`src/hdl/owp_pkg.sv`:
```
package owp_pkg;

  // register byte offsets
  localparam logic [4:0] OFS_CTRL = 5'h00;
  localparam logic [4:0] OFS_STATUS = 5'h04;
  localparam logic [4:0] OFS_BAUD = 5'h08;
  localparam logic [4:0] OFS_TXDATA = 5'h0C;
  localparam logic [4:0] OFS_RXDATA = 5'h10;

  // control register fields
  localparam int CTRL_CLKSEL_LSB = 0;
  localparam int CTRL_EXPECT_SYNC = 2;

  // status register fields
  localparam int ST_ENABLED = 0;
  localparam int ST_RX_VALID = 1;
  localparam int ST_FRAME_ERR = 2;
  localparam int ST_CONT_ERR = 3;
  localparam int ST_PAR_ERR = 4;
  localparam int ST_SYNC_ERR = 5;
  localparam int ST_BREAK = 6;
  localparam int ST_STATE_LSB = 8;

  // link clock select codes
  localparam logic [1:0] CLKSEL_OFF = 2'h0;
  localparam logic [1:0] CLKSEL_16M = 2'h1;
  localparam logic [1:0] CLKSEL_8M = 2'h2;
  localparam logic [1:0] CLKSEL_4M = 2'h3;
  localparam logic [1:0] CLKSEL_RESET = CLKSEL_4M;

  // link tick divider last-count per select
  localparam logic [1:0] DIV_LAST_16M = 2'h0;
  localparam logic [1:0] DIV_LAST_8M = 2'h1;
  localparam logic [1:0] DIV_LAST_4M = 2'h3;

  // reset pin configuration fuse code that hands the pin to the link
  localparam logic [1:0] RSTPIN_TAKEOVER = 2'h1;

  // framing and synchronisation
  localparam logic [7:0] SYNC_CHAR = 8'h55;
  localparam logic [3:0] FRAME_LAST = 4'hB;
  localparam logic [2:0] SYNC_FALLS_LAST = 3'h4;
  localparam logic [16:0] BAUD_STEP = 17'h00008;
  localparam logic [15:0] MIN_SYNC_COUNT = 16'h0010;
  localparam logic [15:0] MAX_SYNC_COUNT = 16'hFFFF;
  localparam logic [15:0] BAUD_RESET = 16'hFFFF;
  localparam int SYNC_TIMEOUT_DEF = 65536;

  typedef enum logic [2:0] {
    OWP_DISABLED = 3'b000,
    OWP_HOLD_LOW = 3'b001,
    OWP_WAIT_SYNC = 3'b010,
    OWP_SYNC_MEAS = 3'b011,
    OWP_IDLE = 3'b100,
    OWP_RX = 3'b101,
    OWP_TX = 3'b110,
    OWP_ERROR = 3'b111
  } owp_state_e_t;

  // pad control bundle
  typedef struct packed {
    logic pull_en;
    logic in_en;
    logic out_en;
    logic out;
  } owp_pad_t;

  // sticky status flags
  typedef struct packed {
    logic brk_seen;
    logic sync_err;
    logic par_err;
    logic cont_err;
    logic frame_err;
  } owp_flags_t;

  typedef struct packed {
    owp_state_e_t st;
    logic pin;
    logic [1:0] clksel;
    logic sync_pending;
    logic [15:0] baud;
    logic [16:0] tmo;
    logic [15:0] meas;
    logic [2:0] falls;
    logic [3:0] bitn;
    logic [11:0] shf;
    logic all_low;
    logic [3:0] brk_cnt;
    logic [7:0] rxbyte;
    logic rx_valid;
    owp_flags_t flags;
    logic osc_req;
    owp_pad_t pad;
    logic waitreq;
    logic [31:0] rdata;
  } owp_top_state_t;

  typedef struct packed {
    logic [15:0] acc;
    logic stb;
  } owp_baud_state_t;

  typedef struct packed {
    logic [1:0] cnt;
    logic tick;
  } owp_div_state_t;

endpackage

```
`src/hdl/owp_clk_div.sv`:
```
`timescale 1ns/100ps
module owp_clk_div (
  // clock and reset
  input wire logic ref_clk_in,
  input wire logic rst_b_in,
  // control
  input wire logic run_in,
  input wire logic [1:0] clksel_in,
  // link clock enable
  output logic tick_out
);

  owp_pkg::owp_div_state_t q, d;

  // last count of the divider for a clock select code
  function automatic logic [1:0] div_last(input logic [1:0] sel);
    unique case (sel)
      owp_pkg::CLKSEL_16M: div_last = owp_pkg::DIV_LAST_16M;
      owp_pkg::CLKSEL_8M: div_last = owp_pkg::DIV_LAST_8M;
      default: div_last = owp_pkg::DIV_LAST_4M;
    endcase
  endfunction

  // one-cycle tick at the selected link rate
  always_comb begin
    d = q;
    d.tick = 1'b0;
    if (!run_in) begin
      d.cnt = 2'h0;
    end else if (q.cnt >= div_last(clksel_in)) begin
      d.cnt = 2'h0;
      d.tick = 1'b1;
    end else begin
      d.cnt = q.cnt + 2'h1;
    end
  end

  always_ff @(posedge ref_clk_in or negedge rst_b_in) begin
    if (!rst_b_in) begin
      q <= '0;
    end else begin
      q <= d;
    end
  end

  assign tick_out = q.tick;

endmodule

```
`src/hdl/owp_baud_gen.sv`:
```
`timescale 1ns/100ps
module owp_baud_gen (
  // clock and reset
  input wire logic ref_clk_in,
  input wire logic rst_b_in,
  // control
  input wire logic tick_in,
  input wire logic restart_in,
  input wire logic half_in,
  input wire logic [15:0] count_in,
  // bit strobe
  output logic strobe_out
);

  owp_pkg::owp_baud_state_t q, d;
  logic [16:0] sum;

  // fractional counter: eight steps per tick against ticks per eight bits
  always_comb begin
    d = q;
    d.stb = 1'b0;
    sum = {1'b0, q.acc} + owp_pkg::BAUD_STEP;
    if (restart_in) begin
      d.acc = half_in ? {1'b0, count_in[15:1]} : 16'h0000;
    end else if (tick_in) begin
      if (sum >= {1'b0, count_in}) begin
        d.stb = 1'b1;
        d.acc = 16'(sum - {1'b0, count_in});
      end else begin
        d.acc = sum[15:0];
      end
    end
  end

  always_ff @(posedge ref_clk_in or negedge rst_b_in) begin
    if (!rst_b_in) begin
      q <= '0;
    end else begin
      q <= d;
    end
  end

  assign strobe_out = q.stb;

endmodule

```
`src/hdl/owp_phy_top.sv`:
```
// How it works
// - sync character is eight bits, value 0x55, normal frame format
// - measured rate serves both receive and transmit of following bytes
// - no software-writable rate; sampling uses only the measured count
// - transmit rate follows link clock select: 1=16, 2=8, 3=4 MHz default
// - fractional rate counting; receiver tolerates +4.76/-3.61 percent
// - break returns link state to default, clearing errors and lost sync
// - break idle detected; during rx frame error, during tx contention, abort
// - break resets link clock select to the 4 MHz default
// - sync pattern length counted in a 16-bit counter, max 65535
// - valid sync character after disable enables the link
// - sync precedes each new instruction; after repeat only the first; here a sync is expected only after reset, a break or an expect-sync write
// - measured count drives rx clock/data recovery and tx rate
// - on falling edge device holds pin low until oscillator ready, then releases
// - after enabling sync, first instruction accepted without another sync
// - accidental trigger: device disables itself and drops oscillator request
// - fuse code 0x1 takes over pin as input with pull-up
// - while active device owns pull, input and output enables of the pin
// - no sync start within 65536 link ticks after release disables device
// - sync too long (overflow) or too short disables the device
//
// The Avalon-MM slave port and the placing of the registers were left to the implementer.
`timescale 1ns/100ps
module owp_phy_top #(
  parameter int unsigned SYNC_TIMEOUT_TICKS = owp_pkg::SYNC_TIMEOUT_DEF
) (
  // clock and reset
  input wire logic ref_clk_in,
  input wire logic rst_b_in,
  // avalon-mm slave
  input wire logic [4:0] avs_address_in,
  input wire logic avs_read_in,
  input wire logic avs_write_in,
  input wire logic [31:0] avs_writedata_in,
  input wire logic [3:0] avs_byteenable_in,
  output logic [31:0] avs_readdata_out,
  output logic avs_waitrequest_out,
  // link pin and its pad controls
  input wire logic link_pin_in,
  output logic link_pin_out,
  output logic link_pin_oe_out,
  output logic link_pin_pull_en_out,
  output logic link_pin_in_en_out,
  // fuse and oscillator
  input wire logic [1:0] reset_pin_config_in,
  input wire logic osc_ready_in,
  output logic osc_req_out,
  output logic [1:0] link_clock_select_out
);

  owp_pkg::owp_top_state_t q, d;
  logic tick;
  logic strobe;
  logic restart;
  logic half;
  logic fall;
  logic takeover;
  logic bus_go;
  logic tx_req;
  logic [11:0] nx;

  // return to the default link state on a break
  function automatic owp_pkg::owp_top_state_t do_break(input owp_pkg::owp_top_state_t s);
    owp_pkg::owp_top_state_t r;
    r = s;
    r.clksel = owp_pkg::CLKSEL_RESET;
    r.flags = '0;
    r.flags.brk_seen = 1'b1;
    r.sync_pending = 1'b1;
    r.brk_cnt = 4'h0;
    r.st = owp_pkg::OWP_IDLE;
    do_break = r;
  endfunction

  // shut the link down after a bad enable sequence
  function automatic owp_pkg::owp_top_state_t do_disable(input owp_pkg::owp_top_state_t s);
    owp_pkg::owp_top_state_t r;
    r = s;
    r.st = owp_pkg::OWP_DISABLED;
    r.osc_req = 1'b0;
    r.flags.sync_err = 1'b1;
    do_disable = r;
  endfunction

  // link tick at the selected link clock rate
  owp_clk_div u_div (
    .ref_clk_in(ref_clk_in),
    .rst_b_in(rst_b_in),
    .run_in(q.osc_req),
    .clksel_in(q.clksel),
    .tick_out(tick)
  );

  // bit strobes from the measured sync count
  owp_baud_gen u_baud (
    .ref_clk_in(ref_clk_in),
    .rst_b_in(rst_b_in),
    .tick_in(tick),
    .restart_in(restart),
    .half_in(half),
    .count_in(q.baud),
    .strobe_out(strobe)
  );

  assign fall = q.pin & ~link_pin_in;
  assign takeover = (reset_pin_config_in == owp_pkg::RSTPIN_TAKEOVER);
  assign bus_go = (avs_read_in | avs_write_in) & ~q.waitreq;
  assign nx = {link_pin_in, q.shf[11:1]};

  // next-state logic: bus slave, link sequencer, pad control
  always_comb begin
    d = q;
    d.pin = link_pin_in;
    restart = 1'b0;
    half = 1'b0;
    tx_req = 1'b0;
    // register read: data captured as waitrequest drops
    d.waitreq = 1'b1;
    if ((avs_read_in | avs_write_in) && q.waitreq) begin
      d.waitreq = 1'b0;
      d.rdata = 32'h0000_0000;
      unique case (avs_address_in)
        owp_pkg::OFS_CTRL: begin
          d.rdata[owp_pkg::CTRL_CLKSEL_LSB +: 2] = q.clksel;
          d.rdata[owp_pkg::CTRL_EXPECT_SYNC] = q.sync_pending;
        end
        owp_pkg::OFS_STATUS: begin
          d.rdata[owp_pkg::ST_ENABLED] = (q.st >= owp_pkg::OWP_IDLE);
          d.rdata[owp_pkg::ST_RX_VALID] = q.rx_valid;
          d.rdata[owp_pkg::ST_FRAME_ERR] = q.flags.frame_err;
          d.rdata[owp_pkg::ST_CONT_ERR] = q.flags.cont_err;
          d.rdata[owp_pkg::ST_PAR_ERR] = q.flags.par_err;
          d.rdata[owp_pkg::ST_SYNC_ERR] = q.flags.sync_err;
          d.rdata[owp_pkg::ST_BREAK] = q.flags.brk_seen;
          d.rdata[owp_pkg::ST_STATE_LSB +: 3] = q.st;
        end
        owp_pkg::OFS_BAUD: d.rdata[15:0] = q.baud;
        owp_pkg::OFS_RXDATA: d.rdata[7:0] = q.rxbyte;
        default: d.rdata = 32'h0000_0000;
      endcase
    end
    // register write and read side effects at the accepting edge
    if (bus_go && avs_write_in && avs_byteenable_in[0]) begin
      unique case (avs_address_in)
        owp_pkg::OFS_CTRL: begin
          if (avs_writedata_in[owp_pkg::CTRL_CLKSEL_LSB +: 2] != owp_pkg::CLKSEL_OFF) begin
            d.clksel = avs_writedata_in[owp_pkg::CTRL_CLKSEL_LSB +: 2];
          end
          if (avs_writedata_in[owp_pkg::CTRL_EXPECT_SYNC]) begin
            d.sync_pending = 1'b1;
          end
        end
        owp_pkg::OFS_STATUS: begin
          d.flags.frame_err = q.flags.frame_err & ~avs_writedata_in[owp_pkg::ST_FRAME_ERR];
          d.flags.cont_err = q.flags.cont_err & ~avs_writedata_in[owp_pkg::ST_CONT_ERR];
          d.flags.par_err = q.flags.par_err & ~avs_writedata_in[owp_pkg::ST_PAR_ERR];
          d.flags.sync_err = q.flags.sync_err & ~avs_writedata_in[owp_pkg::ST_SYNC_ERR];
          d.flags.brk_seen = q.flags.brk_seen & ~avs_writedata_in[owp_pkg::ST_BREAK];
        end
        owp_pkg::OFS_TXDATA: tx_req = 1'b1;
        default: ;
      endcase
    end
    if (bus_go && avs_read_in && avs_address_in == owp_pkg::OFS_RXDATA) begin
      d.rx_valid = 1'b0;
    end
    // link sequencer; hardware sets come last so they win over clears
    unique case (q.st)
      owp_pkg::OWP_DISABLED: begin
        d.osc_req = 1'b0;
        if (takeover && fall) begin
          d.st = owp_pkg::OWP_HOLD_LOW;
          d.osc_req = 1'b1;
          d.clksel = owp_pkg::CLKSEL_RESET;
          d.baud = owp_pkg::BAUD_RESET;
        end
      end
      owp_pkg::OWP_HOLD_LOW: begin
        if (osc_ready_in) begin
          d.st = owp_pkg::OWP_WAIT_SYNC;
          d.tmo = 17'h00000;
        end
      end
      owp_pkg::OWP_WAIT_SYNC: begin
        if (fall) begin
          d.st = owp_pkg::OWP_SYNC_MEAS;
          d.meas = 16'h0000;
          d.falls = 3'h0;
          d.brk_cnt = 4'h0;
        end else if (tick) begin
          if (q.tmo >= 17'(SYNC_TIMEOUT_TICKS - 1)) begin
            d = do_disable(d);
          end else begin
            d.tmo = q.tmo + 17'h00001;
          end
        end
      end
      owp_pkg::OWP_SYNC_MEAS: begin
        // a tick on a falling edge still counts, so no tick is lost
        if (tick && q.meas == owp_pkg::MAX_SYNC_COUNT) begin
          d = do_disable(d);
        end else begin
          if (tick) begin
            d.meas = q.meas + 16'h0001;
          end
          if (fall) begin
            // fifth falling edge of 0x55 ends eight bit times
            if (q.falls == owp_pkg::SYNC_FALLS_LAST - 3'h1) begin
              if (d.meas < owp_pkg::MIN_SYNC_COUNT) begin
                d = do_disable(d);
              end else begin
                d.baud = d.meas;
                d.st = owp_pkg::OWP_IDLE;
                d.sync_pending = 1'b0;
              end
            end else begin
              d.falls = q.falls + 3'h1;
            end
          end else if (q.falls == 3'h0 && !link_pin_in && strobe) begin
            // second break of a pair lands here; low bits counted at the old rate
            if (q.brk_cnt == owp_pkg::FRAME_LAST) begin
              d = do_break(d);
            end else begin
              d.brk_cnt = q.brk_cnt + 4'h1;
            end
          end
        end
      end
      owp_pkg::OWP_IDLE: begin
        if (fall && q.sync_pending) begin
          d.st = owp_pkg::OWP_SYNC_MEAS;
          d.meas = 16'h0000;
          d.falls = 3'h0;
          d.brk_cnt = 4'h0;
          restart = 1'b1;
          half = 1'b1;
        end else if (fall) begin
          d.st = owp_pkg::OWP_RX;
          restart = 1'b1;
          half = 1'b1;
          d.bitn = 4'h0;
          d.all_low = 1'b1;
        end else if (tx_req) begin
          d.st = owp_pkg::OWP_TX;
          restart = 1'b1;
          d.bitn = 4'h0;
          d.shf = {2'b11, ^avs_writedata_in[7:0], avs_writedata_in[7:0], 1'b0};
        end
      end
      owp_pkg::OWP_RX: begin
        if (strobe) begin
          d.shf = nx;
          d.all_low = q.all_low & ~link_pin_in;
          d.bitn = q.bitn + 4'h1;
          if (q.bitn == 4'h0 && link_pin_in) begin
            d.st = owp_pkg::OWP_IDLE;
          end else if (q.bitn == owp_pkg::FRAME_LAST) begin
            if (q.all_low && !link_pin_in) begin
              d = do_break(d);
            end else if (!nx[10] || !nx[11]) begin
              d.flags.frame_err = 1'b1;
              d.st = owp_pkg::OWP_ERROR;
            end else if (^nx[9:1]) begin
              d.flags.par_err = 1'b1;
              d.st = owp_pkg::OWP_ERROR;
            end else begin
              d.rxbyte = nx[8:1];
              d.rx_valid = 1'b1;
              d.st = owp_pkg::OWP_IDLE;
            end
          end
        end
      end
      owp_pkg::OWP_TX: begin
        if (strobe) begin
          if (q.shf[0] && !link_pin_in) begin
            d.flags.cont_err = 1'b1;
            d.st = owp_pkg::OWP_ERROR;
          end else if (q.bitn == owp_pkg::FRAME_LAST) begin
            d.st = owp_pkg::OWP_IDLE;
          end else begin
            d.shf = {1'b1, q.shf[11:1]};
            d.bitn = q.bitn + 4'h1;
          end
        end
      end
      owp_pkg::OWP_ERROR: begin
        // only a break is honoured here; low bit periods are counted
        if (fall) begin
          restart = 1'b1;
          half = 1'b1;
          d.brk_cnt = 4'h0;
        end else if (link_pin_in) begin
          d.brk_cnt = 4'h0;
        end else if (strobe) begin
          if (q.brk_cnt == owp_pkg::FRAME_LAST) begin
            d = do_break(d);
          end else begin
            d.brk_cnt = q.brk_cnt + 4'h1;
          end
        end
      end
    endcase
    // pad pull and input enables follow the fuse; output enable follows the next state
    d.pad.pull_en = takeover;
    d.pad.in_en = takeover;
    d.pad.out = 1'b0;
    d.pad.out_en = (d.st == owp_pkg::OWP_HOLD_LOW) || (d.st == owp_pkg::OWP_TX && !d.shf[0]);
  end

  // single state register
  always_ff @(posedge ref_clk_in or negedge rst_b_in) begin
    if (!rst_b_in) begin
      q <= '0;
      q.st <= owp_pkg::OWP_DISABLED;
      q.pin <= 1'b1;
      q.clksel <= owp_pkg::CLKSEL_RESET;
      q.sync_pending <= 1'b1;
      q.baud <= owp_pkg::BAUD_RESET;
      q.waitreq <= 1'b1;
    end else begin
      q <= d;
    end
  end

  // outputs straight from the state register
  assign avs_readdata_out = q.rdata;
  assign avs_waitrequest_out = q.waitreq;
  assign link_pin_out = q.pad.out;
  assign link_pin_oe_out = q.pad.out_en;
  assign link_pin_pull_en_out = q.pad.pull_en;
  assign link_pin_in_en_out = q.pad.in_en;
  assign osc_req_out = q.osc_req;
  assign link_clock_select_out = q.clksel;

endmodule

```
`config.mk`:
```
export PLATFORM = sky130hd
export DESIGN_NAME = owp_phy_top
export DESIGN_NICKNAME = d
export VERILOG_FILES = /design/src/hdl/owp_pkg.sv /design/src/hdl/owp_clk_div.sv /design/src/hdl/owp_baud_gen.sv /design/src/hdl/owp_phy_top.sv
export SDC_FILE = /design/constraint.sdc
export NUM_CORES = 1
export LEC_CHECK = 0
export BUFFER_PORTS_ARGS = -buffer_cell sky130_fd_sc_hd__buf_2
export CELL_PAD_IN_SITES_DETAIL_PLACEMENT = 0
export CELL_PAD_IN_SITES_GLOBAL_PLACEMENT = 1
export CORE_MARGIN = 5
export CORE_UTILIZATION = 38
export DETAILED_ROUTE_END_ITERATION = 6
export MAX_ROUTING_LAYER = met4
export PLACE_DENSITY = 0.8
export SETUP_SLACK_MARGIN = 0.05
export SLEW_MARGIN = 20
export SYNTH_ARGS = -nofsm -noshare
export SYNTH_HDL_FRONTEND = slang
export SYNTH_SLANG_ARGS = --single-unit
```
`constraint.sdc`:
```
create_clock -name ref_clk_in -period 3.5 [get_ports ref_clk_in]
set_input_delay 0.7 -clock ref_clk_in [delete_from_list [all_inputs] [get_ports ref_clk_in]]
set_output_delay 0.7 -clock ref_clk_in [all_outputs]
set_load 0.05 [all_outputs]
```
==> results.cfg, run 1 <==
[outcome]
status = finished, final reports clean

[detailed_routing]
drc_errors = 0
dr_total_vias = 7055
dr.pass1.iters = 5
viasPerCell = 5.507
detail-route-antenna-nets = 0
first_iter_violations = 501
wire_per_inst_um = 16.43
totalWireLength_um = 21050

[timing]
worstMarginPinSlew_ns = 0.9199
fin_skew_ns = 0.009290
finalCritPeriodShare = 0.9161
max_freq_ghz = 0.3119
hold_slack_ns = 0.3025
hold_viol = 0
finalSetupTns_ns = 0
setup_violations = 0
fin_crit_ns = 3.207
maxSlewViolCount = 0
rsz0062_at_grt = false
relSlewSlack = 0.3789

[grt]
overflow = 0
first_global_vias = 6568
grt_pass1_wl_um = 35020
track_usage = 0.1697
antenna_found_initial = 0
grt_max_degree = 83

[power]
p_comb_frac = 0.285
p_leak_nw = 4.292
switching_share = 0.3562
power_frac_seq = 0.382
p_clk_frac = 0.333
power_density_mw_per_mm2 = 562.5
internal_power_w = 0.003437
vdd_ir_drop_max_mv = 0.3021
power_switching_w = 0.001902

[worst_setup_path]
worst-r2r-setup-slack_ns = 0.29
r2r-start = u_baud.q[7]$_DFFE_PN0P_
critPathLaunchType = register
crit_path_end_kind = register
critPathMaxFanout = 7
critPathMaxStageDelay_ns = 0.42
cp-endpoint = u_baud.q[5]$_DFFE_PN0P_
critPathKind = reg2reg
worstPathRequired_ns = 3.79
reg2reg_to = u_baud.q[5]$_DFFE_PN0P_
crit_chain = and4_4 > and3_2 > nand3_1 > nor2_1 > xor2_1 > ha_1 > and3_1 > a221oi_2 > nand2_1 > or2_4 > buf_4 > mux2i_1 > o21ai_0
arrival_ns = 3.49
critPathSlowestCell = dfrtp_1
startpoint = u_baud.q[7]$_DFFE_PN0P_
rr_worst_depth = 13

[yosys]
synthTopCellsByArea = dfrtp_1 (33%), dfstp_2 (6.5%), nand2_1 (5.4%)
synth_area_mm2 = 0.008476
syn_inst = 959
synth_area_per_cell_um2 = 8.838
synth-seq-cells = 134
synth_edf_count = 0
yosysWarningCount = 0
synth_top_area_cell = dfrtp_1
synth.most_common_cell = nand2_1
synthTopCellsByCount = nand2_1 (123), dfrtp_1 (113), nor2_1 (87)
ys_types = 75
synth_seq_area_share = 0.3987
synthArstFlopShare = 1.000
synth.top_cell.area_share = 0.3336
synth_ff_type = dfrtp_1

[die]
die-area_mm2 = 0.02539
design.core.area_mm2 = 0.02189
fp.dieW_um = 159.3
rows = 54
start_util = 0.3872
die_height_um = 159.3
io-pin-count = 89

[flow_run]
cap_violations = 0

[placement]
hpwl_um = 15290
port_buffers = 44
gp_congestion = 0.8644

[clock_network]
ctsHtreeMaxLevel = 4
post-cts-setup-buffers = 0
clockBufferDepth = 2
cts_root_buf = clkbuf_16
path_clk_slew_ns = 0.06
cts_tree = built
cts_buffers = 17
hold_buffers = 0
cts_sinks = 134
cts_resized = 0
clk_latency_ns = 0.43

[cells_and_area]
ff_latch_area_mm2 = 0.003379
fill_cells = 2169
final_net_count = 1068
multi_input_area_mm2 = 0.004576
areaGrowthSynthToFinish_pct = 11.99
n_antenna_cell = 0
drive_gt1_frac = 0.1548

[hold_path]
holdCritPathClass = in2async
[state kept, by name, indices dropped and copies added (netlist names)]
signal	count
link_pin_oe_out	1
link_pin_in_en_out	1
u_baud.strobe_out	1
nx	11
link_clock_select_out	2
u_div.tick_out	1
avs_readdata_out	16
osc_req_out	1
u_div.q	2
q	81
avs_waitrequest_out	1
u_baud.q	16
[worst max-delay path, delay by kind of cell, from the launching register on]
family | cells | cell delay, ns
multiplexers | 1 | 0.17
flip-flops | 1 | 0.42
AND/OR/NAND/NOR | 7 | 1.40
buffers and inverters | 1 | 0.18
AO/OA/AOI/OAI | 2 | 0.37
XOR/XNOR | 1 | 0.21
adder cells (fa/ha/maj) | 1 | 0.32
[cell families (layout without fill, tap and decap cells)]
logic type	Yosys count	after routing	share of synthesized area
adders and majority gates	31	31	0.04665
buffers and inverters	118	144	0.07101
AOI/OAI and AO/OA	238	238	0.1887
and+or+nand+nor	354	354	0.2024
muxes	22	22	0.02746
other	1	17	0.0004424
DFF	134	134	0.3987
xor gates and xnor gates	61	61	0.06466
[routing by layer]
metal	vias up	global-route usage	wire [um]	share of wire
li1	3425	-	-	-
met1	3426	0.2311	9978	0.47
met2	172	0.2650	9829	0.47
met3	32	0.02407	924	0.044
met4	0	0.04963	319	0.015
met5	-	-	0	0
[through the flow]
stage	power (W)	util	cell area, um2	instances	setup WS [ns]
final	0.005339	0.4336	9492	1281	0.2935
after global routing	0.005650	0.4336	9492	1281	0.07797
after CTS	0.005379	0.4330	9479	1281	0.1422
after global placement	0.003571	0.4062	8892	1249	0.2062
after floorplan	0.003147	-	8536	975	0.4534
after detailed placement	0.003585	0.4062	8892	1249	0.1613
[final cells by class]
class / instances / share of cell area
repair buffers: 72 / 0.04732
flip-flops and latches: 134 / 0.3561
inverters: 40 / 0.01582
multi-input cells: 723 / 0.4821
clock inverters: 12 / 0.01371
clock buffers: 20 / 0.04811
well taps: 280 / 0.03691
[layout by cell type (no fill, tap or decap), drive strengths merged, types with 6 or more instances in the layout]
cell and instances:
inv 40, nor2b 8, mux2 10, nand2b 12, conb 17, o21ai 76
nor3 22, o31ai 7, dfrtp 113, nand3 24, a21o 9, a21oi 36
o211ai 6, dfstp 21, buf 72, xnor2 43, nor4 8, nand4 19
nand2 124, o22a 18, nor2 88, mux2i 12, and2 9, a22oi 26
and3 12, clkbuf 20, xor2 17, a22o 8, ha 30, or2 7
or3 8
[how the worst min path moves through the flow]
| stage | startpoint | endpoint | slack [ns] | depth (start not counted) |
|---|---|---|---|---|
| after floorplan | rst_b_in | avs_readdata_out[0]$_DFFE_PN0P_ | 0.40 | 0 |
| after global placement | avs_readdata_out[14]$_DFFE_PN0P_ | avs_readdata_out[14]$_DFFE_PN0P_ | 0.46 | 2 |
| after detailed placement | avs_readdata_out[15]$_DFFE_PN0P_ | avs_readdata_out[15]$_DFFE_PN0P_ | 0.47 | 2 |
| after CTS | rst_b_in | q[100]$_DFFE_PN0P_ | 0.35 | 1 |
| after global routing | rst_b_in | q[100]$_DFFE_PN0P_ | 0.37 | 1 |
| final | rst_b_in | q[100]$_DFFE_PN0P_ | 0.30 | 1 |
[power by group through the flow]
stage	Sequential [W]	Clock (W)	Combinational, W
global route	0.00207	0.00189	0.00169
detailed placement	0.00206	0	0.00152
global placement	0.00206	0	0.00151
finish	0.00204	0.00178	0.00152
floorplan	0.00194	0	0.00121
CTS	0.00204	0.00182	0.00153
Power figures use the tool's default switching activity.
==> run 2, diff against run 1 <==
--- a/config.mk
+++ b/config.mk
@@ -11,10 +11,12 @@
 export CORE_MARGIN = 5
 export CORE_UTILIZATION = 38
 export DETAILED_ROUTE_END_ITERATION = 6
+export GPL_ROUTABILITY_DRIVEN = 1
 export MAX_ROUTING_LAYER = met4
 export PLACE_DENSITY = 0.8
 export SETUP_SLACK_MARGIN = 0.05
 export SLEW_MARGIN = 20
 export SYNTH_ARGS = -nofsm -noshare
 export SYNTH_HDL_FRONTEND = slang
+export SYNTH_HIERARCHICAL = 1
 export SYNTH_SLANG_ARGS = --single-unit
==> results.cfg, run 2 <==
[worst_setup_path]
crit_path_end_kind = register
cp-endpoint = u_baud/q[6]$_DFFE_PN0P_
arrival_ns = 3.64
critPathLaunchType = register
cpMostUsedCell = ha_1
critPathSlowestCell = dfrtp_1
critPathKind = reg2reg
critPathMaxFanout = 7
cp.depth = 14
worstPathRequired_ns = 3.78
worst-r2r-setup-slack_ns = 0.14
reg2reg_to = u_baud/q[6]$_DFFE_PN0P_
critPathBufInv = 1
crit_chain = ha_1 > and3_1 > nand3_1 > nor2_2 > buf_4 > nand4_1 > xnor2_1 > ha_1 > a21oi_1 > and2b_2 > a311o_2 > nor2_4 > mux2i_1 > o21ai_0
r2r-start = u_baud/q[4]$_DFFE_PN0P_
path_delay_family = simple AND/OR/NAND/NOR gates
rr_worst_depth = 14
startpoint = u_baud/q[4]$_DFFE_PN0P_
critPathMaxStageDelay_ns = 0.42

[timing]
worstMarginPinSlew_ns = 0.7256
maxSlewViolCount = 0
fin_skew_ns = 0.008248
relSlewSlack = 0.5118
setup_violations = 0
finalCritPeriodShare = 0.9588
max_freq_ghz = 0.2980
finalSetupTns_ns = 0
hold_viol = 0
rsz0062_at_grt = false
fin_crit_ns = 3.356

[cells_and_area]
final_cell_mix = dfrtp_1 (113), nand2_1 (104), nor2_1 (83)
drive_gt1_frac = 0.1564
fill_cells = 2314
n_antenna_cell = 0
areaGrowthSynthToFinish_pct = 11.62
ff_latch_area_mm2 = 0.003379
mostFrequentLayoutCell = dfrtp_1
top_register = q
fin_cells = 1393
multi_input_area_mm2 = 0.005021
final_net_count = 1141
largest_reg_flops = 81

[clock_network]
cts_root_buf = clkbuf_16
cts_sinks = 134
ctsHtreeMaxLevel = 4
cts_tree = built
clockBufferDepth = 2
path_clk_slew_ns = 0.06
clk_latency_ns = 0.43
cts_buffers = 17

[detailed_routing]
drc_errors = 8
detail-route-antenna-nets = 0
first_iter_violations = 689
viasPerCell = 5.481
wire_per_inst_um = 16.96
totalWireLength_um = 23620
dr_total_vias = 7635
dr.pass1.iters = 7

[die]
io-pin-count = 89
design.core.area_mm2 = 0.02347
fp.dieW_um = 164.4
die-area_mm2 = 0.02701
start_util = 0.3857
die_height_um = 164.4
rows = 56

[outcome]
status = finished with violations
violations = DRC

[flow_run]
cap_violations = 0

[yosys]
synth.top_cell.area_share = 0.3123
ys_types = 89
synth_ff_type = dfrtp_1
synth_seq_area_share = 0.3733
synthTopCellsByArea = dfrtp_1 (31%), dfstp_2 (6.1%), o21ai_0 (4.5%)
synth_edf_count = 0
synth-seq-cells = 134
synth_area_mm2 = 0.009054
synth_area_per_cell_um2 = 8.756
synthTopCellsByCount = dfrtp_1 (113), nand2_1 (104), nor2_1 (85)
synth.most_common_cell = dfrtp_1
synth_top_area_cell = dfrtp_1
yosysWarningCount = 6
syn_inst = 1034
synthArstFlopShare = 1.000

[power]
internal_power_w = 0.004342
p_leak_nw = 4.367
p_comb_frac = 0.456
switching_share = 0.4203
power_frac_seq = 0.306
vdd_ir_drop_max_mv = 0.3420
power.total_w = 0.007489
power_density_mw_per_mm2 = 741.1
p_clk_frac = 0.238
power_switching_w = 0.003147

[placement]
gp_congestion = 0.8570
port_buffers = 44
place_inst = 1356
hpwl_um = 17130

[grt]
grt_max_degree = 73
track_usage = 0.1828
first_global_vias = 7342
antenna_found_initial = 0
overflow = 0
grt_pass1_wl_um = 38390

[hold_path]
holdCritPathClass = in2async
==> run 2: worst min path at each step <==
stage	start	end	slack [ns]
6_report	rst_b_in	q[95]$_DFFE_PN0P_	0.28
5_1_grt	rst_b_in	q[95]$_DFFE_PN0P_	0.33
4_1_cts	rst_b_in	q[95]$_DFFE_PN0P_	0.31
3_5_place_dp	avs_readdata_out[14]$_DFFE_PN0P_	avs_readdata_out[14]$_DFFE_PN0P_	0.46
3_3_place_gp	avs_readdata_out[14]$_DFFE_PN0P_	avs_readdata_out[14]$_DFFE_PN0P_	0.46
2_1_floorplan	rst_b_in	avs_readdata_out[0]$_DFFE_PN0P_	0.40
==> run 2: repair_timing <==
action / CTS / global route
setup buffers: 0 / 4
pin swaps: 1 / 5
cloned: 0 / 1
setup endpoints to repair: 1 / 12
hold buffers: 0 / 0
gates resized for setup: 0 / 4
==> run 2: final cells by class <==
cell class,count,area share
clock inverter,13,0.01436
sequential,134,0.3344
inverter,61,0.02266
tap,319,0.03950
clock buffer,19,0.04284
multi-input combinational,770,0.4968
timing repair buffer,77,0.04940
==> run 2: worst reg2reg max path: stages (launching register included) <==
cell and delay [ns]:
dfrtp_1 0.42, ha_1 0.21, and3_1 0.20, nand3_1 0.15
nor2_2 0.17, buf_4 0.12, nand4_1 0.11, xnor2_1 0.17
ha_1 0.20, a21oi_1 0.20, and2b_2 0.24, a311o_2 0.41
nor2_4 0.27, mux2i_1 0.24, o21ai_0 0.10
==> run 2: logic make-up after synthesis <==
| group | Yosys count | share of synthesized area |
|---|---|---|
| AOI/OAI and AO/OA | 251 | 0.1881 |
| xor gates and xnor gates | 60 | 0.06108 |
| adders and majority gates | 32 | 0.04478 |
| buffers and inverters | 147 | 0.08181 |
| DFF | 134 | 0.3733 |
| muxes | 32 | 0.03566 |
| other | 1 | 0.0004142 |
| and+or+nand+nor | 377 | 0.2149 |
==> run 2: power groups by stage <==
| stage | clock network, W | logic, W | registers, W |
|---|---|---|---|
| after floorplan | 0 | 0.00269 | 0.00212 |
| after global placement | 0 | 0.00324 | 0.00231 |
| after detailed placement | 0 | 0.00328 | 0.00231 |
| after CTS | 0.00183 | 0.00331 | 0.00228 |
| after global routing | 0.00189 | 0.00381 | 0.00233 |
| final | 0.00178 | 0.00341 | 0.00229 |
==> run 2: per-stage QoR <==
step                      hold slack [ns]    util  setup WS, ns  area [um2]
after global routing               0.3326  0.4305       0.05677       10110
after detailed placement           0.4649  0.4034       0.03056        9468
after global placement             0.4586  0.4034        0.1150        9468
after floorplan                    0.4044       -        0.4439        9114
after CTS                          0.3141  0.4280       0.05048       10050
final                              0.2779  0.4305        0.1442       10110
==> run 2: routing by layer <==
layer,routed length (um),global-route usage,vias up
li1,-,-,3712
met1,11010,0.2427,3656
met2,10660,0.2807,228
met3,1411,0.03714,39
met4,544,0.05986,0
met5,0,-,-
